==> src/logic/ptr_defs.svh <==
// Purpose: Shared constants of the paper tape reader control.
// Assumes: 200 MHz ref_clk_i; instruction bits indexed from the LSB.
// Notes:   Buffer bits use the big-endian numbering 0 (MSB) to 17 (LSB).
`ifndef PTR_DEFS_SVH
`define PTR_DEFS_SVH
// ****************************************************************
// Widths
// ****************************************************************
`define PTR_WORD_W        18
`define PTR_LINE_W        8
`define PTR_SEG_W         6
`define PTR_FIFO_DEPTH    8
// ****************************************************************
// Field positions
// ****************************************************************
`define PTR_MB_BIN_BIT    5
`define PTR_MB_RRB_BIT    3
`define PTR_HOLE8_BIT     7
// ****************************************************************
// Reset values
// ****************************************************************
`define PTR_WORD_RST      18'h00000
`define PTR_LINE_RST      8'h00
// ****************************************************************
// Timing
// ****************************************************************
`define PTR_CLK_NS        5
`define PTR_SAMPLE_DLY_NS 100000
`define PTR_SAMPLE_DLY_CYC ((`PTR_SAMPLE_DLY_NS + `PTR_CLK_NS - 1) / `PTR_CLK_NS)
`endif

==> src/logic/ptr_pkg.sv <==
// Purpose: Types of the paper tape reader control.
// Assumes: ptr_defs.svh on the include path.
// Notes:   Word type is big-endian to match buffer bit numbering.
`include "ptr_defs.svh"
package ptr_pkg;
  // ****************************************************************
  // Types
  // ****************************************************************
  typedef logic [`PTR_LINE_W-1:0] ptr_line_t;
  typedef logic [0:`PTR_WORD_W-1] ptr_word_t;
  typedef logic [`PTR_WORD_W-1:0] ptr_instr_t;
endpackage : ptr_pkg

==> src/logic/ptr_reader_ctrl.sv <==
// Purpose: Paper tape reader control: command decode, buffer, flags.
// Assumes: Command inputs are one-cycle pulses already device-decoded.
// Notes:   Sampled lines pass through a FIFO before assembly.
`timescale 1ns/10ps
`include "ptr_defs.svh"
// Summary of operation
// - Binary select reads three lines of six bits into one 18-bit word.
// - First binary line lands in buffer bits 12 to 17.
// - Second line moves bits 12-17 to 6-11 and loads 12-17.
// - Third line shifts 6-11 to 0-5, 12-17 to 6-11, loads 12-17.
// - Full three-line word sets the ready flag.
// - Binary mode ignores holes 7 and 8; lines need hole 8.
// - Alphanumeric select clears flag, reads one 8-bit line, sets flag.
// - Binary select clears flag at once, sets it after assembly.
// - Skip test answers skip while ready flag is set.
// - Clear-flag command clears flag and ORs buffer onto accumulator.
// - Read-buffer command clears flag, clears accumulator, loads buffer.
// - Alphanumeric line loads buffer bits 10 to 17 only.
// - Power clear, begin pulse or clear command reset run, flag, and mode unless read-in is held.
// - Select start clears buffer, flag, line counts and sets run.
// - Start sets binary mode from instruction bit 5; read-in forces it.
// - Feed hole while running fires delay before sampling.
// - Alphanumeric strobe loads whole line and sets ready flag.
// - Binary mode suppresses hole 7/8 strobe; shifts need hole 8.
// - Two line-count flops track lines; third line sets flag.
// - Rising ready flag clears run, and mode unless read-in is held, stopping the reader.
module ptr_reader_ctrl
  import ptr_pkg::*;
#(
  parameter int SAMPLE_DLY_CYC = `PTR_SAMPLE_DLY_CYC,
  parameter int FIFO_DEPTH     = `PTR_FIFO_DEPTH
) (
  input  wire logic                ref_clk_i,
  input  wire logic                rst_i,
  input  wire logic                power_on_clear_i,
  input  wire logic                manual_begin_pulse_i,
  input  wire logic                manual_readin_i,
  input  wire ptr_pkg::ptr_instr_t instruction_holding_reg_i,
  input  wire logic                skip_on_ready_cmd_i,
  input  wire logic                clear_flag_or_cmd_i,
  input  wire logic                select_cmd_i,
  input  wire logic                feed_hole_i,
  input  wire ptr_pkg::ptr_line_t  tape_line_i,
  output logic                     tape_line_ready_o,
  output logic                     skip_o,
  output logic                     ready_flag_o,
  output logic                     reader_run_o,
  output logic                     binary_mode_o,
  output ptr_pkg::ptr_word_t       ac_data_o,
  output logic                     ac_or_o,
  output logic                     ac_clear_o
);
  import ptr_pkg::*;

  // ****************************************************************
  // State
  // ****************************************************************
  ptr_word_t tape_word_buffer_q;
  ptr_word_t buf_d;
  logic      flag_q;
  logic      flag_prev_q;
  logic      run_q;
  logic      mode_q;
  logic      first_line_seen_ff_q;
  logic      second_line_seen_ff_q;
  ptr_word_t ac_data_q;
  logic      ac_or_q;
  logic      ac_clear_q;

  // ****************************************************************
  // Command decode
  // ****************************************************************
  // Clear sources share one term; they all act the same on flag, run, mode and FIFO
  wire clr_any_w = power_on_clear_i || manual_begin_pulse_i
                   || clear_flag_or_cmd_i;
  wire start_w   = select_cmd_i;
  wire bin_sel_w = instruction_holding_reg_i[`PTR_MB_BIN_BIT];
  wire rrb_w     = clear_flag_or_cmd_i
                   && instruction_holding_reg_i[`PTR_MB_RRB_BIT];
  wire flag_rise_w = flag_q && !flag_prev_q;

  // ****************************************************************
  // Feed-hole delay and line FIFO
  // ****************************************************************
  logic      delayed_sample_pulse;
  logic      fifo_out_valid;
  ptr_line_t fifo_out_data;
  logic      fifo_out_ready;

  ptr_sample_delay #(
    .CYC (SAMPLE_DLY_CYC)
  ) u_delay (
    .ref_clk_i              (ref_clk_i),
    .rst_i                  (rst_i),
    .feed_hole_i            (feed_hole_i),
    .run_i                  (run_q),
    .delayed_sample_pulse_o (delayed_sample_pulse)
  );

  // Flush on start and clear so stale lines never reach a new word
  ptr_fifo #(
    .W     (`PTR_LINE_W),
    .DEPTH (FIFO_DEPTH)
  ) u_fifo (
    .ref_clk_i   (ref_clk_i),
    .rst_i       (rst_i),
    .flush_i     (start_w || clr_any_w),
    .in_valid_i  (delayed_sample_pulse),
    .in_data_i   (tape_line_i),
    .in_ready_o  (tape_line_ready_o),
    .out_valid_o (fifo_out_valid),
    .out_data_o  (fifo_out_data),
    .out_ready_i (fifo_out_ready)
  );

  // ****************************************************************
  // Strobe generation
  // ****************************************************************
  // Drain stalls while a finished word waits; lines queue meanwhile
  assign fifo_out_ready = !flag_q && !start_w;
  wire pop_w       = fifo_out_valid && fifo_out_ready;
  wire hole8_w     = fifo_out_data[`PTR_HOLE8_BIT];
  wire hole78_strobe = pop_w && !mode_q;
  wire pop_bin_w   = pop_w && mode_q && hole8_w;
  wire third_w     = pop_bin_w && second_line_seen_ff_q;
  wire flag_set_w  = hole78_strobe || third_w;

  // ****************************************************************
  // Buffer input gating
  // ****************************************************************
  // Holes 7 and 8 never reach the word in binary mode
  always_comb begin
    buf_d = tape_word_buffer_q;
    if (start_w) begin
      buf_d = `PTR_WORD_RST;
    end else if (hole78_strobe) begin
      buf_d[10:17] = fifo_out_data;
    end else if (third_w) begin
      buf_d = {tape_word_buffer_q[6:11], tape_word_buffer_q[12:17],
               fifo_out_data[`PTR_SEG_W-1:0]};
    end else if (pop_bin_w && first_line_seen_ff_q) begin
      buf_d = {tape_word_buffer_q[0:5], tape_word_buffer_q[12:17],
               fifo_out_data[`PTR_SEG_W-1:0]};
    end else if (pop_bin_w) begin
      buf_d[12:17] = fifo_out_data[`PTR_SEG_W-1:0];
    end
  end

  always_ff @(posedge ref_clk_i) begin
    if (rst_i) tape_word_buffer_q <= `PTR_WORD_RST;
    else       tape_word_buffer_q <= buf_d;
  end

  // ****************************************************************
  // Line counters
  // ****************************************************************
  always_ff @(posedge ref_clk_i) begin
    if (rst_i || start_w) begin
      first_line_seen_ff_q  <= 1'b0;
      second_line_seen_ff_q <= 1'b0;
    end else if (pop_bin_w) begin
      first_line_seen_ff_q <= 1'b1;
      if (first_line_seen_ff_q) second_line_seen_ff_q <= 1'b1;
    end
  end

  // ****************************************************************
  // Ready flag
  // ****************************************************************
  // Set wins over clear so a completing line is never lost
  always_ff @(posedge ref_clk_i) begin
    if (rst_i) begin
      flag_q      <= 1'b0;
      flag_prev_q <= 1'b0;
    end else begin
      flag_prev_q <= flag_q;
      if (flag_set_w)                flag_q <= 1'b1;
      else if (start_w || clr_any_w) flag_q <= 1'b0;
    end
  end

  // ****************************************************************
  // Run and mode
  // ****************************************************************
  // A new select outranks the stop from the previous word
  always_ff @(posedge ref_clk_i) begin
    if (rst_i) begin
      run_q <= 1'b0;
    end else if (start_w) begin
      run_q <= 1'b1;
    end else if (clr_any_w || flag_rise_w) begin
      run_q <= 1'b0;
    end
  end

  // Read-in holds binary mode for as long as it is asserted
  always_ff @(posedge ref_clk_i) begin
    if (rst_i) begin
      mode_q <= 1'b0;
    end else if (start_w) begin
      mode_q <= bin_sel_w || manual_readin_i;
    end else if (manual_readin_i) begin
      mode_q <= 1'b1;
    end else if (clr_any_w || flag_rise_w) begin
      mode_q <= 1'b0;
    end
  end

  // ****************************************************************
  // Processor transfer
  // ****************************************************************
  // Buffer drives the collector only during the transfer pulse
  always_ff @(posedge ref_clk_i) begin
    if (rst_i) begin
      ac_data_q  <= `PTR_WORD_RST;
      ac_or_q    <= 1'b0;
      ac_clear_q <= 1'b0;
    end else begin
      ac_or_q    <= clear_flag_or_cmd_i;
      ac_clear_q <= rrb_w;
      ac_data_q  <= clear_flag_or_cmd_i ? tape_word_buffer_q
                                        : `PTR_WORD_RST;
    end
  end

  // ****************************************************************
  // Outputs
  // ****************************************************************
  assign skip_o        = skip_on_ready_cmd_i && flag_q;
  assign ready_flag_o  = flag_q;
  assign reader_run_o  = run_q;
  assign binary_mode_o = mode_q;
  assign ac_data_o     = ac_data_q;
  assign ac_or_o       = ac_or_q;
  assign ac_clear_o    = ac_clear_q;
endmodule : ptr_reader_ctrl

==> src/logic/ptr_fifo.sv <==
// Purpose: Small synchronous FIFO for sampled tape lines.
// Assumes: DEPTH is a power of two.
// Notes:   Flush empties the FIFO and wins over push and pop.
`timescale 1ns/10ps
module ptr_fifo #(
  parameter int W     = 8,
  parameter int DEPTH = 8
) (
  input  wire logic         ref_clk_i,
  input  wire logic         rst_i,
  input  wire logic         flush_i,
  input  wire logic         in_valid_i,
  input  wire logic [W-1:0] in_data_i,
  output logic              in_ready_o,
  output logic              out_valid_o,
  output logic [W-1:0]      out_data_o,
  input  wire logic         out_ready_i
);
  localparam int AW = $clog2(DEPTH);
  localparam logic [AW:0] FULL = (AW+1)'(DEPTH);
  // ****************************************************************
  // Storage and pointers
  // ****************************************************************
  logic [W-1:0] mem_q [DEPTH];
  logic [AW-1:0] wr_q;
  logic [AW-1:0] rd_q;
  logic [AW:0]   cnt_q;
  wire           push_w = in_valid_i && in_ready_o;
  wire           pop_w  = out_valid_o && out_ready_i;
  // Handshake terms straight from the count
  assign in_ready_o  = (cnt_q != FULL);
  assign out_valid_o = (cnt_q != '0);
  assign out_data_o  = mem_q[rd_q];
  // Pointer and count update
  always_ff @(posedge ref_clk_i) begin
    if (rst_i || flush_i) begin
      wr_q  <= '0;
      rd_q  <= '0;
      cnt_q <= '0;
    end else begin
      if (push_w) wr_q <= wr_q + 1'b1;
      if (pop_w) rd_q <= rd_q + 1'b1;
      cnt_q <= cnt_q + (AW+1)'(push_w) - (AW+1)'(pop_w);
    end
  end
  // Data array; no reset needed, guarded by count
  always_ff @(posedge ref_clk_i) begin
    if (push_w) mem_q[wr_q] <= in_data_i;
  end
endmodule : ptr_fifo

==> src/logic/ptr_sample_delay.sv <==
// Purpose: Feed-hole delay one-shot producing the sampling strobe.
// Assumes: feed_hole_i synchronous to ref_clk_i, high while hole seen.
// Notes:   Dropping run aborts a pending delay so no stray strobe.
`timescale 1ns/10ps
module ptr_sample_delay #(
  parameter int CYC = 20000
) (
  input  wire logic ref_clk_i,
  input  wire logic rst_i,
  input  wire logic feed_hole_i,
  input  wire logic run_i,
  output logic      delayed_sample_pulse_o
);
  localparam int CW = $clog2(CYC + 1);
  localparam logic [CW-1:0] LOAD = CW'(CYC - 1);
  logic          feed_prev_q;
  logic          busy_q;
  logic [CW-1:0] cnt_q;
  // Leading edge of the feed hole, only while running
  wire fire_w = feed_hole_i && !feed_prev_q && run_i && !busy_q;
  wire done_w = busy_q && run_i && (cnt_q == '0);
  // ****************************************************************
  // One-shot
  // ****************************************************************
  always_ff @(posedge ref_clk_i) begin
    if (rst_i) begin
      feed_prev_q            <= 1'b0;
      busy_q                 <= 1'b0;
      cnt_q                  <= '0;
      delayed_sample_pulse_o <= 1'b0;
    end else begin
      feed_prev_q            <= feed_hole_i;
      delayed_sample_pulse_o <= done_w;
      if (fire_w) begin
        busy_q <= 1'b1;
        cnt_q  <= LOAD;
      end else if (busy_q && (!run_i || done_w)) begin
        busy_q <= 1'b0;
      end else if (busy_q) begin
        cnt_q <= cnt_q - 1'b1;
      end
    end
  end
endmodule : ptr_sample_delay

==> config.mk <==
export PLATFORM = sky130hd
export DESIGN_NAME = ptr_reader_ctrl
export DESIGN_NICKNAME = d
export VERILOG_FILES = /design/src/logic/ptr_pkg.sv /design/src/logic/ptr_reader_ctrl.sv /design/src/logic/ptr_fifo.sv /design/src/logic/ptr_sample_delay.sv
export VERILOG_INCLUDE_DIRS = /design/src /design/src/logic
export SDC_FILE = /design/constraint.sdc
export NUM_CORES = 1
export LEC_CHECK = 0
export BUFFER_PORTS_ARGS = -buffer_cell sky130_fd_sc_hd__clkbuf_2
export CORE_MARGIN = 2
export CORE_UTILIZATION = 35
export CTS_CLUSTER_DIAMETER = 150
export DETAILED_ROUTE_END_ITERATION = 6
export HOLD_SLACK_MARGIN = 0.1
export PLACE_DENSITY = 0.63
export SLEW_MARGIN = 20
export SYNTH_ARGS = -nofsm -noshare
export SYNTH_HDL_FRONTEND = slang
export SYNTH_SLANG_ARGS = --single-unit
==> constraint.sdc <==
create_clock -name ref_clk_i -period 3.2 [get_ports ref_clk_i]
set_input_delay 0.48 -clock ref_clk_i [delete_from_list [all_inputs] [get_ports ref_clk_i]]
set_output_delay 0.48 -clock ref_clk_i [all_outputs]
set_load 0.02 [all_outputs]
==> flow_summary.rst <==
.. list-table::
   :header-rows: 1

   * - Metric
     - Value
   * - Run status
     - complete, no violations
   * - Crit end category
     - register
   * - DRC violations left
     - 0
   * - Worst EP arrival
     - between 2 and 3 ns
   * - Switching Fraction
     - 20.6%
   * - Congestion Overflow GR
     - 0
   * - Internal Power
     - ~3 mW
   * - Final core area utilization
     - 42.8%
   * - Time the final worst path needs with I/O delays and setup
     - about 2.5 ns
   * - Antenna Nets Post-Route
     - 0
   * - Mean area per synthesized cell
     - ~13 µm²
   * - Number of filler cells placed in the layout
     - about 1400
   * - Headroom to the max-slew limit
     - a little over two fifths
   * - XOR/XNOR share of the synthesized area
     - 1.59%
   * - Ys async rst share
     - 0%
   * - Max IR drop VDD
     - 0.456 mV
   * - Master cell of the clock root buffer
     - sky130_fd_sc_hd__clkbuf_16
   * - Area of the die
     - 16700 µm²
   * - Proportion of layout cells with a drive suffix above 1
     - 22.1%
   * - Total of max-cap violations
     - 0
   * - Setup Fix Bufs, Post-CTS
     - 0
   * - Final worst clock skew
     - ~0.010 ns
   * - Clock share of power
     - a little under 50%
   * - Total clock sinks
     - around 140
   * - Gr usage total
     - between 10% and 20%
   * - Worst slack after detailed placement
     - roughly 0.71 ns
   * - Die Span X
     - 129 µm
   * - Dominant cells by area after synthesis
     - sky130_fd_sc_hd__edfxtp_1 (35%), sky130_fd_sc_hd__dfxtp_1 (27%), sky130_fd_sc_hd__mux4_2 (5.7%)
   * - Nets
     - 538
   * - Main combinational cell family by area after synthesis
     - simple AND/OR/NAND/NOR gates
   * - Multi-input combinational cell area
     - approximately 1900 µm²
   * - Worst Setup Start Kind
     - register
   * - Number of warnings printed during yosys synthesis
     - 0
   * - Clock-pin transition on the worst setup and hold timing paths
     - 0.06 ns
   * - Vias
     - about 3400
   * - Post-synthesis to final-layout area growth
     - 18.8%
   * - Final setup viols
     - 0
   * - Number of buffers created by CTS
     - 17
   * - Post-synth net total
     - between 400 and 500
   * - Final Hold Vio Count
     - 0
   * - Number of buffers and inverters on the critical path
     - 4
   * - Predominant post-synthesis flop cell
     - sky130_fd_sc_hd__dfxtp_1
   * - Synth cell types
     - 55
   * - Routed len/inst
     - approximately 15 µm
   * - HPWL after detailed placement
     - 7110 µm
   * - Via count of the first global-routing pass
     - 3463
   * - Least setup slack across all paths after layout
     - 0.724 ns
   * - Std-Cell Core Area
     - between 15000 and 20000 µm²
   * - Worst hold path class
     - primary input to register
   * - EDFF count, synth
     - between 60 and 70
   * - Total I/O pin count
     - 60
   * - Ratio of routed vias to standard cells
     - around 4.8
   * - Violation count after the first detailed-routing iteration
     - around 290
   * - Standard cell with the maximum stage delay on the critical path
     - sky130_fd_sc_hd__fa_1
   * - Share of power burned in combinational logic
     - under 10%
   * - Leading post-synthesis cells by instance count
     - sky130_fd_sc_hd__dfxtp_1 (75), sky130_fd_sc_hd__edfxtp_1 (64), sky130_fd_sc_hd__nor2_1 (35)
   * - Relative contribution of sequential cells to total power
     - 48.5%
   * - Post-CTS Hold Buffers
     - 0
   * - Placed Instance Area
     - approximately 6000 µm²
   * - Required @ worst endpoint
     - around 3.5 ns
   * - Proportion of synthesized area in mux cells
     - slightly below 9%
   * - Unrepaired setup endpoints after global routing
     - false
   * - H-tree Lvls
     - 4
   * - Area of all placed cells without fillers
     - 6540 µm²
   * - Final count of pins violating max slew
     - 0
   * - Tightest hold margin
     - roughly 0.26 ns
   * - Ratio of final minimum period to clock period
     - between 70% and 80%
   * - Area share of the largest cell type after synthesis
     - 34.9%
   * - Final weighted congestion in routability-driven placement
     - roughly 0.81
   * - Static leakage power
     - between 2 and 2.5 nW
   * - Antenna diodes
     - 0
   * - Clk buf depth
     - 2
   * - Cell with the most instances after synthesis
     - sky130_fd_sc_hd__dfxtp_1
   * - Slew at the pin closest to its max-slew limit
     - about 0.86 ns
   * - Effective utilization at floorplan
     - between 30 and 40%
   * - Compound-gate portion of the synthesized area
     - approximately 6.3%
   * - Maximum number of pins on one net before global-route repair
     - 22
   * - Synthesized instance count
     - roughly 440
   * - Sequential-to-total area share from yosys stat
     - between 60% and 70%
   * - Final wirelength
     - 10500 µm
   * - Overall die height
     - around 130 µm
   * - Critical path's top delay family
     - adder cells
   * - Synth Area in Adders
     - between 2 and 2.5%
   * - Count of buffers from port buffering
     - between 40 and 50
   * - FF+latch count, synth
     - approximately 140
   * - Peak per-stage delay on the critical path
     - approximately 0.38 ns
   * - Maximum achievable frequency
     - between 0.4 and 0.5 GHz
   * - Number of antenna violations at the first check in global routing
     - 0
   * - Total area of sequential cells
     - between 3000 and 4000 µm²
   * - Post-Route Setup TNS
     - 0 ns
   * - Areal power density over the cells
     - 594 nW/µm²
   * - Latest clock arrival within the worst-skew pair
     - roughly 0.43 ns
   * - Count of instances resized after the clock tree is built
     - 0
   * - Chain of cells forming the critical path
     - inv_1, ha_1, nor3b_1, nor3_1, buf_4, ha_1, inv_1, ha_1, inv_1, fa_1, xor2_1, nor2_1
   * - Largest fanout on the critical path
     - 17
   * - Clock tree from TritonCTS
     - yes
   * - TritonRoute pass-1 iters
     - 4
   * - Net load switching power
     - around 0.8 mW
   * - Post-synthesis share of cell area spent on and, or, nand and nor gates
     - 16.0%
   * - Top cell type by total area after synthesis
     - sky130_fd_sc_hd__edfxtp_1
   * - Global-route wire length before repair
     - between 15000 and 20000 µm
   * - Worst Path Class, Setup
     - register to register
   * - Core Rows
     - 45
   * - Cell area after synthesis
     - between 5000 and 6000 µm²
[state kept, by name, indices dropped and copies added, names as in the netlist, named ones only]
name                            cells
ac_clear_o                          1
ac_data_o                          18
ac_or_o                             1
binary_mode_o                       1
first_line_seen_ff_q                1
flag_prev_q                         1
reader_run_o                        1
ready_flag_o                        1
second_line_seen_ff_q               1
tape_word_buffer_q                 18
u_delay.busy_q                      1
u_delay.cnt_q                      15
u_delay.delayed_sample_pulse_o      1
u_delay.feed_prev_q                 1
u_fifo.cnt_q                        4
u_fifo.mem_q                       64
u_fifo.rd_q                         3
u_fifo.wr_q                         3
[power by group through the flow]
stage / combinational (mW) / clock (mW) / sequential [mW]
floorplan: 0.0687 / 0 / 1.92
global placement: 0.103 / 0 / 1.92
detailed placement: 0.107 / 0 / 1.92
CTS: 0.108 / 1.93 / 1.88
global route: 0.120 / 2.03 / 1.88
finish: 0.107 / 1.89 / 1.88
[layer usage]
metal	track usage (%)	wire length, µm	vias to the layer above
met5	0	0	-
met4	6.65	130	0
met3	4.75	436	14
met2	22.6	5160	52
met1	16.6	4810	1656
li1	-	-	1710
[cells by family (layout without fill, tap and decap cells)]
group | Yosys count | in the layout
and+or+nand+nor | 160 | 160
xor gates and xnor gates | 10 | 10
adders and majority gates | 10 | 10
DFF | 139 | 139
muxes | 30 | 30
AOI/OAI and AO/OA | 58 | 58
buffers and inverters | 31 | 99
[area by class of cell]
type | count | area share, %
inverters | 13 | 0.746
clock inverters | 13 | 1.91
flip-flops and latches | 139 | 52.4
repair buffers | 54 | 4.56
clock buffers | 19 | 6.93
multi-input cells | 268 | 29.5
well taps | 211 | 4.04
[per-stage QoR]
step,instances,power [mW]
finish,717,3.88
global route,717,4.03
CTS,717,3.92
detailed placement,685,2.03
global placement,685,2.02
floorplan,438,1.99
[worst register-to-register path, cell delays in order, from the launching register on]
cell and delay [ns]:
sky130_fd_sc_hd__dfxtp_1 0.30, sky130_fd_sc_hd__inv_1 0.10, sky130_fd_sc_hd__ha_1 0.16, sky130_fd_sc_hd__nor3b_1 0.36
sky130_fd_sc_hd__nor3_1 0.08, sky130_fd_sc_hd__buf_4 0.21, sky130_fd_sc_hd__ha_1 0.30, sky130_fd_sc_hd__inv_1 0.05
sky130_fd_sc_hd__ha_1 0.16, sky130_fd_sc_hd__inv_1 0.06, sky130_fd_sc_hd__fa_1 0.38, sky130_fd_sc_hd__xor2_1 0.15
sky130_fd_sc_hd__nor2_1 0.05
[placed cells by master (no fill, tap or decap), drive strengths merged, types with 2 or more instances in the layout]
cell type and instances:
a31oi 3, bufinv 2, and2 20, xor2 5, nand3b 3, o21ai 12
clkinvlp 2, nor2 35, nor2b 7, a21boi 2, clkbuf 62, nand3 18
and3 11, clkinv 9, nand4 2, buf 11, mux4 14, nor4 7
nand2b 5, or2 3, nor3 18, nand2 20, a21oi 31, or4 3
inv 13, ha 9, dfxtp 75, edfxtp 64, o211ai 2, mux2i 15
xnor2 5, a221oi 2
[path summary, 6_finish.rpt]
path | to | slack, ns | from | depth (start not counted)
hold / removal | ac_clear_o$_SDFF_PP0_ | 0.26 | instruction_holding_reg_i[3] | 2
setup reg to reg | u_fifo.cnt_q[2]$_SDFF_PP0_ | 0.72 | u_fifo.cnt_q[2]$_SDFF_PP0_ | 12
hold reg to reg | tape_word_buffer_q[15]$_SDFFE_PP0P_ | 0.45 | tape_word_buffer_q[15]$_SDFFE_PP0P_ | 2
setup / recovery | u_fifo.cnt_q[2]$_SDFF_PP0_ | 0.72 | u_fifo.cnt_q[2]$_SDFF_PP0_ | 12
Power figures use the tool's default switching activity.
